<file path="src/spwi_pkg.sv">
// Constants, codes and carrier types of the smart panel write interface.
// Assumes a 20 MHz pclk and an APB master with 32-bit data.
//
// Contract
// RL1: Threshold field picks four or eight word refill
// RL2: Data beat format selects width and beat count
// RL3: Command beat format selects one command beat width
// RL4: Software pairs command and data formats legally
// RL5: Chip select polarity programmable, idles at inactive
// RL6: Select line level follows command/data polarity
// RL7: Clock polarity bit picks active serial edge
// RL8: Serial mode shifts data out on bit 15
// RL9: Chip select frames serial, strobes parallel data
// RL10: Command/data select driven during every beat
// RL11: Serial clock toggles only in serial mode
// RL12: Parallel beats use low bus lines only
// RL13: Reserved configuration bits read zero, ignore writes
// RL14: Panel pins driven only when pins handed over
// RL15: DMA enable starts refill; clear after idle
// RL16: Busy set during transfer, cleared by hardware
// RL17: Word bit 31 marks low 24 bits command
// RL18: Most significant beat first, select held steady
package spwi_pkg;

  // ----------------------------------------------------------------
  // Register map
  // ----------------------------------------------------------------
  localparam logic [31:0] SPWI_CFG_ADDR = 32'h1305_00a0;
  localparam logic [31:0] SPWI_CTRL_ADDR = 32'h1305_00a4;
  localparam logic [31:0] SPWI_STATE_ADDR = 32'h1305_00a8;
  localparam logic [31:0] SPWI_DIRECT_ADDR = 32'h1305_00ac;
  localparam logic [31:0] SPWI_QUEUED_ADDR = 32'h1305_00b0;
  localparam logic [31:0] SPWI_CFG_RST = 32'h0000_0000;
  localparam logic SPWI_CTRL_RST = 1'b0;
  localparam logic SPWI_STATE_RST = 1'b0;
  localparam logic [31:0] SPWI_WORD_RST = 32'h0000_0000;
  localparam logic [31:0] SPWI_CFG_WMASK = 32'h0000_df1b;
  localparam logic [31:0] SPWI_WORD_WMASK = 32'h80ff_ffff;

  // ----------------------------------------------------------------
  // Field positions
  // ----------------------------------------------------------------
  localparam int SPWI_THR_LSB = 14;
  localparam int SPWI_DFMT_LSB = 10;
  localparam int SPWI_CFMT_LSB = 8;
  localparam int SPWI_CSPOL_BIT = 4;
  localparam int SPWI_RSPOL_BIT = 3;
  localparam int SPWI_CKPOL_BIT = 1;
  localparam int SPWI_KIND_BIT = 0;
  localparam int SPWI_DMA_EN_BIT = 0;
  localparam int SPWI_BUSY_BIT = 0;
  localparam int SPWI_CMD_BIT = 31;
  localparam int SPWI_SER_PIN = 15;

  // ----------------------------------------------------------------
  // Format and threshold codes
  // ----------------------------------------------------------------
  localparam logic [2:0] SPWI_DF_18X1 = 3'h0;
  localparam logic [2:0] SPWI_DF_16X1 = 3'h1;
  localparam logic [2:0] SPWI_DF_8X3 = 3'h2;
  localparam logic [2:0] SPWI_DF_8X2 = 3'h3;
  localparam logic [2:0] SPWI_DF_8X1 = 3'h4;
  localparam logic [2:0] SPWI_DF_9X2 = 3'h7;
  localparam logic [1:0] SPWI_CF_16 = 2'h0;
  localparam logic [1:0] SPWI_CF_8 = 2'h1;
  localparam logic [1:0] SPWI_CF_18 = 2'h2;
  localparam logic [1:0] SPWI_THR_8 = 2'h1;
  localparam logic [4:0] SPWI_THR4_WORDS = 5'h04;
  localparam logic [4:0] SPWI_THR8_WORDS = 5'h08;
  localparam logic [4:0] SPWI_W18 = 5'h12;
  localparam logic [4:0] SPWI_W16 = 5'h10;
  localparam logic [4:0] SPWI_W9 = 5'h09;
  localparam logic [4:0] SPWI_W8 = 5'h08;

  // ----------------------------------------------------------------
  // Queue and timing
  // ----------------------------------------------------------------
  localparam int SPWI_FIFO_AW = 4;
  localparam int SPWI_FIFO_DEPTH = 16;
  localparam logic [4:0] SPWI_FIFO_FULL = 5'h10;
  localparam int SPWI_CLK_NS = 50;
  localparam int SPWI_HALF_NS = 100;
  localparam int SPWI_HALF_CYC = (SPWI_HALF_NS + SPWI_CLK_NS - 1) / SPWI_CLK_NS;
  localparam logic [2:0] SPWI_HALF_LAST = 3'(SPWI_HALF_CYC - 1);

  // ----------------------------------------------------------------
  // Carriers
  // ----------------------------------------------------------------
  typedef struct packed {
    logic is_cmd;
    logic [23:0] body;
  } spwi_word_t;

  typedef struct packed {
    logic [1:0] last_idx;
    logic [4:0] width;
    logic [17:0] value;
  } spwi_beat_t;

endpackage : spwi_pkg

</file>
<file path="src/spwi_top.sv">
// Smart panel write interface: APB registers, word queue, beat sequencer.
// Assumes pin_share_select and the APB come from logic on pclk.
`timescale 1ns/1ps
`default_nettype none
module spwi_top (
  // Clock and reset
  input wire logic pclk,
  input wire logic presetn,
  input wire logic clk_en,
  // APB slave
  input wire logic psel,
  input wire logic penable,
  input wire logic pwrite,
  input wire logic [31:0] paddr,
  input wire logic [31:0] pwdata,
  output logic pready,
  output logic [31:0] prdata,
  output logic pslverr,
  // DMA refill request
  output logic dma_req,
  // Pin sharing
  input wire logic pin_share_select,
  output logic panel_drive_en,
  // Panel pins
  output logic cmd_data_select_out,
  output logic chip_select_out,
  output logic serial_clock_out,
  output logic [17:0] panel_data_bus
);
  import spwi_pkg::*;

  typedef enum logic [2:0] {S_IDLE, S_SETUP, S_ACT, S_RET, S_STROBE, S_END} spwi_state_t;

  // ----------------------------------------------------------------
  // Registers
  // ----------------------------------------------------------------
  logic pready_reg, pslverr_reg, dma_en_reg, busy_reg, dma_req_reg, drive_reg;
  logic [31:0] prdata_reg, cfg_reg, direct_reg, queued_reg;
  spwi_word_t mem [SPWI_FIFO_DEPTH];
  logic [SPWI_FIFO_AW-1:0] wr_ptr_reg, rd_ptr_reg;
  logic [4:0] cnt_reg, cnt_next, bit_reg, bit_next;
  spwi_state_t state_reg, state_next;
  spwi_word_t cur_reg;
  logic [1:0] idx_reg, idx_next;
  logic [2:0] tmr_reg;
  logic cs_reg, rs_reg, sck_reg;
  logic [17:0] dat_reg;
  spwi_beat_t beat;

  // ----------------------------------------------------------------
  // Configuration fields
  // ----------------------------------------------------------------
  wire [1:0] thr_code = cfg_reg[SPWI_THR_LSB +: 2];
  wire [2:0] dfmt = cfg_reg[SPWI_DFMT_LSB +: 3];
  wire [1:0] cfmt = cfg_reg[SPWI_CFMT_LSB +: 2];
  wire cspol = cfg_reg[SPWI_CSPOL_BIT];
  wire rspol = cfg_reg[SPWI_RSPOL_BIT];
  wire ckpol = cfg_reg[SPWI_CKPOL_BIT];
  wire serial = cfg_reg[SPWI_KIND_BIT];

  // ----------------------------------------------------------------
  // APB decode
  // ----------------------------------------------------------------
  wire access = psel & penable;
  wire done = access & pready_reg;
  wire hit_cfg = paddr == SPWI_CFG_ADDR;
  wire hit_ctrl = paddr == SPWI_CTRL_ADDR;
  wire hit_state = paddr == SPWI_STATE_ADDR;
  wire hit_dir = paddr == SPWI_DIRECT_ADDR;
  wire hit_que = paddr == SPWI_QUEUED_ADDR;
  wire mapped = hit_cfg | hit_ctrl | hit_state | hit_dir | hit_que;
  wire fifo_full = cnt_reg == SPWI_FIFO_FULL;
  wire can_go = ~(pwrite & (hit_dir | hit_que) & fifo_full);
  wire wr_done = done & pwrite & clk_en;
  wire push = wr_done & (hit_dir | hit_que);
  wire [31:0] word_in = pwdata & SPWI_WORD_WMASK;
  wire [31:0] rd_mux = hit_cfg ? cfg_reg :
                       hit_ctrl ? {31'h0, dma_en_reg} :
                       hit_state ? {31'h0, busy_reg} :
                       hit_dir ? direct_reg :
                       hit_que ? queued_reg : 32'h0000_0000;

  always_ff @(posedge pclk or negedge presetn)
  begin
    if (!presetn)
    begin
      pready_reg <= 1'b0;
      pslverr_reg <= 1'b0;
      prdata_reg <= 32'h0000_0000;
    end
    else if (clk_en)
    begin
      pready_reg <= access & ~pready_reg & can_go;
      pslverr_reg <= access & ~pready_reg & can_go & ~mapped;
      prdata_reg <= (access & ~pready_reg) ? rd_mux : 32'h0000_0000;
    end
  end

  // ----------------------------------------------------------------
  // Software registers
  // ----------------------------------------------------------------
  always_ff @(posedge pclk or negedge presetn)
  begin
    if (!presetn)
    begin
      cfg_reg <= SPWI_CFG_RST;
      dma_en_reg <= SPWI_CTRL_RST;
      direct_reg <= SPWI_WORD_RST;
      queued_reg <= SPWI_WORD_RST;
    end
    else if (wr_done)
    begin
      if (hit_cfg)
        cfg_reg <= pwdata & SPWI_CFG_WMASK; // RL13
      if (hit_ctrl)
        dma_en_reg <= pwdata[SPWI_DMA_EN_BIT]; // RL15
      if (hit_dir)
        direct_reg <= word_in;
      if (hit_que)
        queued_reg <= word_in;
    end
  end

  // ----------------------------------------------------------------
  // Word queue
  // ----------------------------------------------------------------
  wire start = (state_reg == S_IDLE) & (cnt_reg != 5'h00) & pin_share_select; // RL14
  wire pop = start & clk_en;
  wire [4:0] free = SPWI_FIFO_FULL - cnt_reg;
  wire [4:0] thr_words = (thr_code == SPWI_THR_8) ? SPWI_THR8_WORDS : SPWI_THR4_WORDS;

  assign cnt_next = cnt_reg + 5'(push) - 5'(pop);

  always_ff @(posedge pclk)
  begin
    if (push)
      mem[wr_ptr_reg] <= '{is_cmd: pwdata[SPWI_CMD_BIT], body: pwdata[23:0]}; // RL17
  end

  always_ff @(posedge pclk or negedge presetn)
  begin
    if (!presetn)
    begin
      wr_ptr_reg <= '0;
      rd_ptr_reg <= '0;
      cnt_reg <= 5'h00;
      dma_req_reg <= 1'b0;
    end
    else if (clk_en)
    begin
      wr_ptr_reg <= wr_ptr_reg + SPWI_FIFO_AW'(push);
      rd_ptr_reg <= rd_ptr_reg + SPWI_FIFO_AW'(pop);
      cnt_reg <= cnt_next;
      dma_req_reg <= dma_en_reg & (free >= thr_words); // RL1 RL15
    end
  end

  // ----------------------------------------------------------------
  // Beat sequencer
  // ----------------------------------------------------------------
  spwi_beat_sel u_beat (
    .word(cur_reg),
    .dfmt(dfmt),
    .cfmt(cfmt),
    .idx(idx_reg),
    .beat(beat)
  );

  wire half_done = tmr_reg == SPWI_HALF_LAST;
  wire last_beat = idx_reg == beat.last_idx;

  always_comb
  begin
    state_next = state_reg;
    idx_next = idx_reg;
    bit_next = bit_reg;
    unique case (state_reg)
      S_IDLE:
        if (start)
        begin
          state_next = S_SETUP;
          idx_next = 2'd0;
        end
      S_SETUP:
        if (half_done)
        begin
          state_next = serial ? S_ACT : S_STROBE; // RL8 RL9
          bit_next = beat.width - 5'd1;
        end
      S_ACT:
        if (half_done)
          state_next = S_RET;
      S_RET:
        if (half_done)
        begin
          state_next = (bit_reg == 5'd0) ? S_END : S_ACT;
          bit_next = bit_reg - 5'd1;
        end
      S_STROBE:
        if (half_done)
          state_next = S_END;
      S_END:
        if (half_done)
        begin
          state_next = last_beat ? S_IDLE : S_SETUP; // RL18
          idx_next = idx_reg + 2'd1;
        end
    endcase
  end

  always_ff @(posedge pclk or negedge presetn)
  begin
    if (!presetn)
    begin
      state_reg <= S_IDLE;
      idx_reg <= 2'd0;
      bit_reg <= 5'd0;
      tmr_reg <= 3'd0;
      cur_reg <= '0;
      busy_reg <= SPWI_STATE_RST;
    end
    else if (clk_en)
    begin
      state_reg <= state_next;
      idx_reg <= idx_next;
      bit_reg <= bit_next;
      tmr_reg <= (state_reg == S_IDLE || half_done) ? 3'd0 : tmr_reg + 3'd1;
      if (pop)
        cur_reg <= mem[rd_ptr_reg];
      busy_reg <= (state_next != S_IDLE) | (cnt_next != 5'h00); // RL16
    end
  end

  // ----------------------------------------------------------------
  // Pin drive
  // ----------------------------------------------------------------
  wire frame = (state_reg == S_SETUP) | (state_reg == S_ACT) | (state_reg == S_RET);
  wire cs_act = (serial & frame) | (~serial & (state_reg == S_STROBE)); // RL9
  wire sck_idle = ~ckpol; // RL7
  wire [4:0] sel_bit = (state_reg == S_SETUP) ? beat.width - 5'd1 :
                       (state_reg == S_RET && bit_reg != 5'd0) ? bit_reg - 5'd1 : bit_reg;
  wire ser_bit = frame & beat.value[sel_bit];
  wire [17:0] ser_bus = {2'b00, ser_bit, 15'h0000};
  wire in_beat = state_reg != S_IDLE;

  always_ff @(posedge pclk or negedge presetn)
  begin
    if (!presetn)
    begin
      cs_reg <= 1'b1;
      rs_reg <= 1'b1;
      sck_reg <= 1'b1;
      dat_reg <= 18'h0_0000;
      drive_reg <= 1'b0;
    end
    else if (clk_en)
    begin
      cs_reg <= cs_act ? cspol : ~cspol; // RL5
      if (in_beat)
        rs_reg <= ~cur_reg.is_cmd ^ rspol; // RL6 RL10
      sck_reg <= (serial & (state_reg == S_ACT)) ? ~sck_idle : sck_idle; // RL11
      dat_reg <= serial ? ser_bus : (in_beat ? beat.value : 18'h0_0000); // RL8 RL12
      drive_reg <= pin_share_select; // RL14
    end
  end

  assign pready = pready_reg;
  assign prdata = prdata_reg;
  assign pslverr = pslverr_reg;
  assign dma_req = dma_req_reg;
  assign panel_drive_en = drive_reg;
  assign cmd_data_select_out = rs_reg;
  assign chip_select_out = cs_reg;
  assign serial_clock_out = sck_reg;
  assign panel_data_bus = dat_reg;
endmodule : spwi_top
`default_nettype wire

</file>
<file path="src/spwi_beat_sel.sv">
// Beat selector: splits one queued word into panel beats.
// Assumes idx never exceeds the last_idx it reports.
`timescale 1ns/1ps
`default_nettype none
module spwi_beat_sel (
  // Word and formats
  input wire spwi_pkg::spwi_word_t word,
  input wire logic [2:0] dfmt,
  input wire logic [1:0] cfmt,
  input wire logic [1:0] idx,
  // Selected beat
  output spwi_pkg::spwi_beat_t beat
);
  import spwi_pkg::*;

  wire [23:0] b = word.body;
  wire [17:0] pix18 = {b[23:18], b[15:10], b[7:2]};
  wire [7:0] byte3 = (idx == 2'd0) ? b[23:16] : (idx == 2'd1) ? b[15:8] : b[7:0];
  wire [7:0] byte2 = (idx == 2'd0) ? b[15:8] : b[7:0];
  wire [8:0] nine2 = (idx == 2'd0) ? pix18[17:9] : pix18[8:0];

  always_comb
  begin
    beat = '0;
    if (word.is_cmd)
    begin
      unique case (cfmt) // RL3
        SPWI_CF_16:
        begin
          beat.width = SPWI_W16;
          beat.value = {2'b00, b[15:0]};
        end
        SPWI_CF_18:
        begin
          beat.width = SPWI_W18;
          beat.value = b[17:0];
        end
        default:
        begin
          beat.width = SPWI_W8;
          beat.value = {10'h000, b[7:0]};
        end
      endcase
    end
    else
    begin
      unique case (dfmt) // RL2 RL18
        SPWI_DF_18X1:
        begin
          beat.width = SPWI_W18;
          beat.value = pix18;
        end
        SPWI_DF_16X1:
        begin
          beat.width = SPWI_W16;
          beat.value = {2'b00, b[15:0]};
        end
        SPWI_DF_8X3:
        begin
          beat.last_idx = 2'd2;
          beat.width = SPWI_W8;
          beat.value = {10'h000, byte3};
        end
        SPWI_DF_8X2:
        begin
          beat.last_idx = 2'd1;
          beat.width = SPWI_W8;
          beat.value = {10'h000, byte2};
        end
        SPWI_DF_9X2:
        begin
          beat.last_idx = 2'd1;
          beat.width = SPWI_W9;
          beat.value = {9'h000, nine2};
        end
        default:
        begin
          beat.width = SPWI_W8;
          beat.value = {10'h000, b[7:0]};
        end
      endcase
    end
  end

endmodule : spwi_beat_sel
`default_nettype wire

</file>
<file path="config.mk">
export PLATFORM = sky130hd
export DESIGN_NAME = spwi_top
export DESIGN_NICKNAME = d
export VERILOG_FILES = /design/src/spwi_pkg.sv /design/src/spwi_top.sv /design/src/spwi_beat_sel.sv
export SDC_FILE = /design/constraint.sdc
export NUM_CORES = 1
export LEC_CHECK = 0
export BUFFER_PORTS_ARGS = -buffer_cell sky130_fd_sc_hd__buf_2
export CAP_MARGIN = 20
export CORE_MARGIN = 2
export CORE_UTILIZATION = 39
export DETAILED_ROUTE_END_ITERATION = 8
export GPL_TIMING_DRIVEN = 0
export PLACE_DENSITY = 0.57
export SYNTH_ARGS = -nofsm -noshare
export SYNTH_HDL_FRONTEND = slang
export SYNTH_SLANG_ARGS = --single-unit
export TNS_END_PERCENT = 50
</file>
<file path="constraint.sdc">
create_clock -name pclk -period 6.7 [get_ports pclk]
set_input_delay 1.34 -clock pclk [delete_from_list [all_inputs] [get_ports pclk]]
set_output_delay 1.34 -clock pclk [all_outputs]
set_load 0.02 [all_outputs]
</file>
==> run metrics, run 1 <==
die width 251 um; Setup violations, final 0; Total GRT Usage 0.205; max FFs per register 400; commonest non-fill, non-tap cells in the layout edfxtp_1, dfrtp_1, buf_2; RSZ-0062 raised after global routing no; CP delay by family, top simple AND/OR/NAND/NOR gates; Vias 14.6k; commonest non-fill, non-tap cell in the layout edfxtp_1; Cells on Worst Hold Path 1; DR pass1 iterations 6; Crit Path Max Fanout 6; DRT met1 WL 28.1 mm; met3 wire length 3.88 mm; Setup WS post-layout 2.00 ns; Power per Cell Area 365 mW/mm2; outcome finished clean; Sequential Power Share 0.406; post-synthesis cell count 1531; I/O Buffers 113; crit-path max cell delay 0.74 ns; Mapped Area 0.0238 mm2; critical-path cell list buf_2, nor4_1, nand4_1, nor3_1, o21ai_1, ha_1, inv_1, ha_1, inv_1, fa_1, xnor2_1, nand3b_1, nor3_1, a41oi_1; clock share of power 0.320; leakage power 10.4 nW; Yosys warning count 0; Slew HR 0.265; CP Class input pin to flop; total design power 0.0102 W; Arrival @ worst endpoint 5.15 ns; hold buffers post-CTS 0; clk sinks 564; Avg WL per Cell 24.9 um; Int Power 0.00690 W; final count of hold timing violations 0; Critical Path Sink Type flop; Layout Skew 0.0297 ns; Switching Share 0.325; met2 wire length 30.0 mm; vias in the first global route 14.5k; Clock Tree Root clkbuf_16; Post-DRT Antenna Nets 0; number of vias per cell 5.67; combinational cell fraction of total power 0.275; clk_lat worst skew 0.63 ns; Crit path buffers/inverters 3; Die ar. 0.0631 mm2; DP Cell Count 2468; Biggest register mem; count of unique library cells instantiated by Yosys 72; predominant post-synthesis flop cell edfxtp_1; largest net degree at the start of global routing 98; initial antenna violation count 5; first-pass GRT wire length 95.7 mm; Rows 90; synthesis-to-layout area growth 17.3%; Overflow after GRT 0; CTS Buf Count 59; average cell area after synthesis 15.6 um2; Clock transition at path regs 0.06 ns; CTS resizes 0; Chip Height 251 um; Post-CTS Setup Bufs 0; #FFs+latches synth 564; crit path time final 4.70 ns; setup slack at placement 1.38 ns; measured slew at the worst slew-check pin 1.09 ns; layout cells sized above 1 0.242; FF-to-FF path depth 15; Hold Path Class flop to flop; drc violations 0; Initial Util 0.395; NetSw 0.00332 W; H-tree levels 2; EDFF count, synth 400; Crit path depth 14; GPL Wtd Cong 0.851; number of DRC markers in iteration 0 1436; # fillers 5280; Finished Layout Cells 2582; Startpoint Class input pin; Max Freq 213 MHz; Final period util 0.702; area occupied by multi-input gates 0.00733 mm2; dpl hpwl 44.0 mm; register area share after synthesis 0.676; Final #Nets 1845; Core Area 0.0604 mm2; Ports 128; maximum VDD drop 0.253 mV; async set-reset flop share out of synthesis 0.291; CTS max path bufs 3; max cap viols 0; FF/Latch Area 0.0161 mm2; Top Layer Used met5; Worst EP required 7.14 ns; slowest CP cell nor3_1; setup TNS 0 ns; Final Max Tran Viols 0; CTS tree done; Post-Route WL 64.2 mm
-- cells by family (layout without fill, tap and decap cells) --
kind of cell / Yosys count / count (layout) / share of synthesized area
AOI/OAI and AO/OA: 281 / 281 / 0.0892
adders and majority gates: 25 / 25 / 0.0134
DFF: 564 / 564 / 0.676
xor gates and xnor gates: 14 / 14 / 0.00514
buffers and inverters: 123 / 384 / 0.0221
and+or+nand+nor: 271 / 271 / 0.0580
muxes: 252 / 252 / 0.136
other: 1 / 9 / 0.000157
-- layer usage --
layer,vias to the layer above,global-route usage
li1,6463,-
met1,7558,0.287
met2,485,0.321
met3,118,0.0346
met4,4,0.0776
met5,-,0
-- layout make-up --
class	count	area share
timing repair buffer	151	0.0391
multi-input combinational	850	0.262
clock inverter	35	0.0135
antenna	2	0.000179
inverter	26	0.00349
tap	782	0.0350
buffer	97	0.0153
sequential	564	0.576
clock buffer	75	0.0553
-- path summary, 6_finish.rpt --
path	from	slack [ns]	endpoint
max in group asynchronous	presetn	5.15	serial_clock_out$_DFFE_PN1P_
hold / removal	prdata[31]$_DFFE_PN0P_	0.48	prdata[31]$_DFFE_PN0P_
min in group asynchronous	presetn	0.65	prdata[31]$_DFFE_PN0P_
setup reg to reg	state_reg[1]$_DFFE_PN0P_	2.53	busy_reg$_DFFE_PN0P_
hold reg to reg	prdata[31]$_DFFE_PN0P_	0.48	prdata[31]$_DFFE_PN0P_
setup / recovery	paddr[13]	2.00	busy_reg$_DFFE_PN0P_
-- power groups by stage --
stage,sequential [W],combinational [W],clock [W]
after floorplan,0.00419,0.00177,0
after global placement,0.00420,0.00272,0
after detailed placement,0.00421,0.00278,0
after CTS,0.00414,0.00279,0.00333
after global routing,0.00416,0.00303,0.00346
final,0.00415,0.00281,0.00326
-- per-stage QoR --
| step | hold WS, ns | util | instance area, um2 |
|---|---|---|---|
| floorplan | 0.464 | - | 23900 |
| global placement | 0.468 | 0.421 | 25400 |
| detailed placement | 0.472 | 0.431 | 26000 |
| CTS | 0.488 | 0.463 | 27900 |
| global route | 0.498 | 0.464 | 28000 |
| finish | 0.484 | 0.464 | 28000 |
-- cells in the mapped netlist, types with 16 or more instances --
cell type	count	area share
inv_1	25	0.0039
ha_1	24	0.013
dfrtp_1	161	0.17
o21ai_0	52	0.011
buf_2	25	0.0052
edfxtp_1	400	0.50
nand2_1	115	0.018
clkbuf_1	50	0.0079
mux2i_1	124	0.052
nor3_1	17	0.0036
o2bb2ai_1	39	0.014
nor2_1	50	0.0079
mux4_2	50	0.047
a22oi_1	16	0.0050
o221ai_1	75	0.028
a21oi_1	30	0.0063
mux2_2	78	0.037
Note: power is estimated with default switching activity, not from simulation.
==> run 2, diff against run 1 <==
--- a/config.mk
+++ b/config.mk
@@ -11,7 +11,7 @@
 export CORE_UTILIZATION = 39
 export DETAILED_ROUTE_END_ITERATION = 8
 export GPL_TIMING_DRIVEN = 0
-export PLACE_DENSITY = 0.57
+export PLACE_DENSITY = 0.59
 export SYNTH_ARGS = -nofsm -noshare
 export SYNTH_HDL_FRONTEND = slang
 export SYNTH_SLANG_ARGS = --single-unit
==> constraint.sdc (replaced) <==
create_clock -name pclk -period 4.1 [get_ports pclk]
set_input_delay 0.82 -clock pclk [delete_from_list [all_inputs] [get_ports pclk]]
set_output_delay 0.82 -clock pclk [all_outputs]
set_load 0.02 [all_outputs]
==> run metrics, run 2 (synthesis gave the netlist of run 1 again) <==
Layout Skew 0.0317 ns (+0.00199 ns); first-pass GRT wire length 94.1 mm (-1.6%); measured slew at the worst slew-check pin 1.08 ns (-0.0116 ns); outcome finished clean; Chip Height 251 um (unchanged); H-tree levels 2 (unchanged); CP Class input pin to flop; I/O Buffers 113 (unchanged); dpl hpwl 43.4 mm (-1.2%); slowest CP cell nor3_2; number of DRC markers in iteration 0 1358 (-5.4%); clk_lat worst skew 0.63 ns (about the same); Final #Nets 1848 (+0.16%); Worst EP required 4.55 ns (-2.59 ns); Overflow after GRT 0 (unchanged); R2R Setup Slk 0.27 ns (-2.26 ns); # diodes 0 (-2); Vias 14.6k (-0.20%); Die ar. 0.0631 mm2 (unchanged); Arrival @ worst endpoint 4.28 ns (-0.87 ns); synthesis-to-layout area growth 18.0%; FF-to-FF path depth 19 (+4); Ports 128 (unchanged); Total GRT Usage 0.200 (-0.00444); Initial Util 0.395 (unchanged); Biggest register mem; Critical Path Sink Type flop; DP Cell Count 2467 (-0.041%); Power per Cell Area 599 mW/mm2 (+64%); final count of hold timing violations 0 (unchanged); commonest non-fill, non-tap cell in the layout edfxtp_1; Startpoint Class input pin; R2R Path End busy_reg$_DFFE_PN0P_; max cap viols 0 (unchanged); Rows 90 (unchanged); clk sinks 564 (unchanged); setup TNS 0 ns (unchanged); Finished Layout Cells 2583 (+0.039%); critical-path cell list buf_2, nor4_1, nand4_1, nor3_2, o21ai_1, ha_1, inv_1, ha_1, inv_1, fa_1, nor2_1, nor2_1, nor2_1, nor2_1, xnor2_1, xnor2_1, a41oi_1; vias in the first global route 14.4k (-0.41%); layout cells sized above 1 0.240 (-0.00151); drc violations 0 (unchanged); Hold Path Class input pin to async pin; reg2reg start cnt_reg[1]$_DFFE_PN0P_; crit path time final 3.83 ns; Crit path buffers/inverters 3 (unchanged); GPL Wtd Cong 0.868 (+2.1%); # fillers 5242 (-0.72%); largest net degree at the start of global routing 125 (+28%); max FFs per register 400 (unchanged); die width 251 um (unchanged); number of vias per cell 5.65 (-0.24%); Area after DPL 0.0261 mm2 (+0.12%); CP delay by family, top simple AND/OR/NAND/NOR gates; Avg WL per Cell 24.5 um (-1.3%); Crit Path Max Fanout 6 (unchanged); Post-Route WL 63.4 mm (-1.3%); hold buffers post-CTS 0 (unchanged); Post-DRT Antenna Nets 0 (unchanged); RSZ-0062 raised after global routing no; Setup violations, final 0 (unchanged); Design Area, Final 0.0281 mm2 (+0.54%); CTS Buf Count 60 (+1.7%); Clock transition at path regs 0.06 ns (about the same); CTS tree done; commonest non-fill, non-tap cells in the layout edfxtp_1, dfrtp_1, buf_2; Clock Tree Root clkbuf_16; CTS max path bufs 3 (unchanged); maximum VDD drop 0.372 mV (+47%); DR pass1 iterations 5 (-1); most numerous cell on the critical path nor2_1; leakage power 10.4 nW (+0.43%); initial antenna violation count 2 (-3); Final period util 0.934; Max Freq 261 MHz; crit-path max cell delay 0.50 ns (-0.24 ns); total design power 0.0168 W (+65%); Final Max Tran Viols 0 (unchanged); Core Area 0.0604 mm2 (unchanged); Slew HR 0.273 (+0.00825)
[run 2: cell count changes in the layout (fill, tap and decap cells not counted), moves of 2 or more]
cell	delta
nor3_1	-2
inv_6	-2
nor3_4	+2
buf_12	+3
buf_4	-2
bufinv_16	+3
buf_6	+2
clkinv_2	-8
diode_2	-2
clkinv_1	+12
clkbuf_1	-4
[run 2: worst max-delay path by stage]
stage / startpoint / end / slack, ns / cells after the start
after global routing: paddr[9] / busy_reg$_DFFE_PN0P_ / 0.005 / 17
final: paddr[21] / busy_reg$_DFFE_PN0P_ / 0.27 / 17
after detailed placement: paddr[21] / mem[1][16]$_DFFE_PP_ / -0.78 / 11
after CTS: paddr[21] / busy_reg$_DFFE_PN0P_ / 0.02 / 17
after global placement: paddr[21] / mem[8][13]$_DFFE_PP_ / -4.64 / 6
after floorplan: paddr[6] / mem[12][0]$_DFFE_PP_ / -0.84 / 5
[run 2: timing repair]
item | 4_1_cts | 5_1_grt
setup endpoints to repair | 5 | 30
pin swaps | 0 | 1
buffers inserted | 0 | 3
hold endpoints to repair | 0 | 0
resized for setup | 2 | 4
[run 2: cell type report]
| cell class | instances | area (um2) | share of cell area |
|---|---|---|---|
| well taps | 782 | 978 | 0.0348 |
| inverters | 26 | 97.6 | 0.00347 |
| clock buffers | 74 | 1570 | 0.0560 |
| multi-input cells | 850 | 7370 | 0.262 |
| plain buffers | 97 | 430 | 0.0153 |
| flip-flops and latches | 564 | 16100 | 0.573 |
| repair buffers | 153 | 1130 | 0.0403 |
| clock inverters | 37 | 432 | 0.0153 |
[run 2: metrics by stage]
stage                     worst slack, ns  utilization  hold WS, ns
after floorplan                    -0.845            -        0.464
after global placement              -4.64        0.421        0.466
after detailed placement           -0.785        0.432        0.469
after CTS                          0.0155        0.465       0.0517
after global routing              0.00462        0.466       0.0649
final                               0.269        0.466       0.0760
[run 2: layer usage]
layer | part of all wire | track usage
met1 | 0.44 | 0.280
met3 | 0.054 | 0.0296
met4 | 0.021 | 0.0543
met5 | 0.00017 | 0
met2 | 0.49 | 0.329
[run 2: worst reg2reg max path, cell delays in order, from the launching register on]
cell,delay (ns)
dfrtp_1,0.45
nor2_1,0.26
and2_1,0.20
ha_1,0.15
and3b_1,0.24
nand2_2,0.18
clkbuf_2,0.25
inv_1,0.13
ha_1,0.30
inv_1,0.06
ha_1,0.15
inv_1,0.06
fa_1,0.43
nor2_1,0.13
nor2_1,0.05
nor2_1,0.08
nor2_1,0.06
xnor2_1,0.20
xnor2_1,0.16
a41oi_1,0.13
[run 2: power breakdown]
group	switching, W	internal (W)	total [W]	leakage [nW]
clock	0.00222	0.00328	0.00550	0.972
sequential	0.000353	0.00641	0.00676	5.78
combinational	0.00277	0.00181	0.00459	3.65
total	0.00534	0.0115	0.0168	10.4
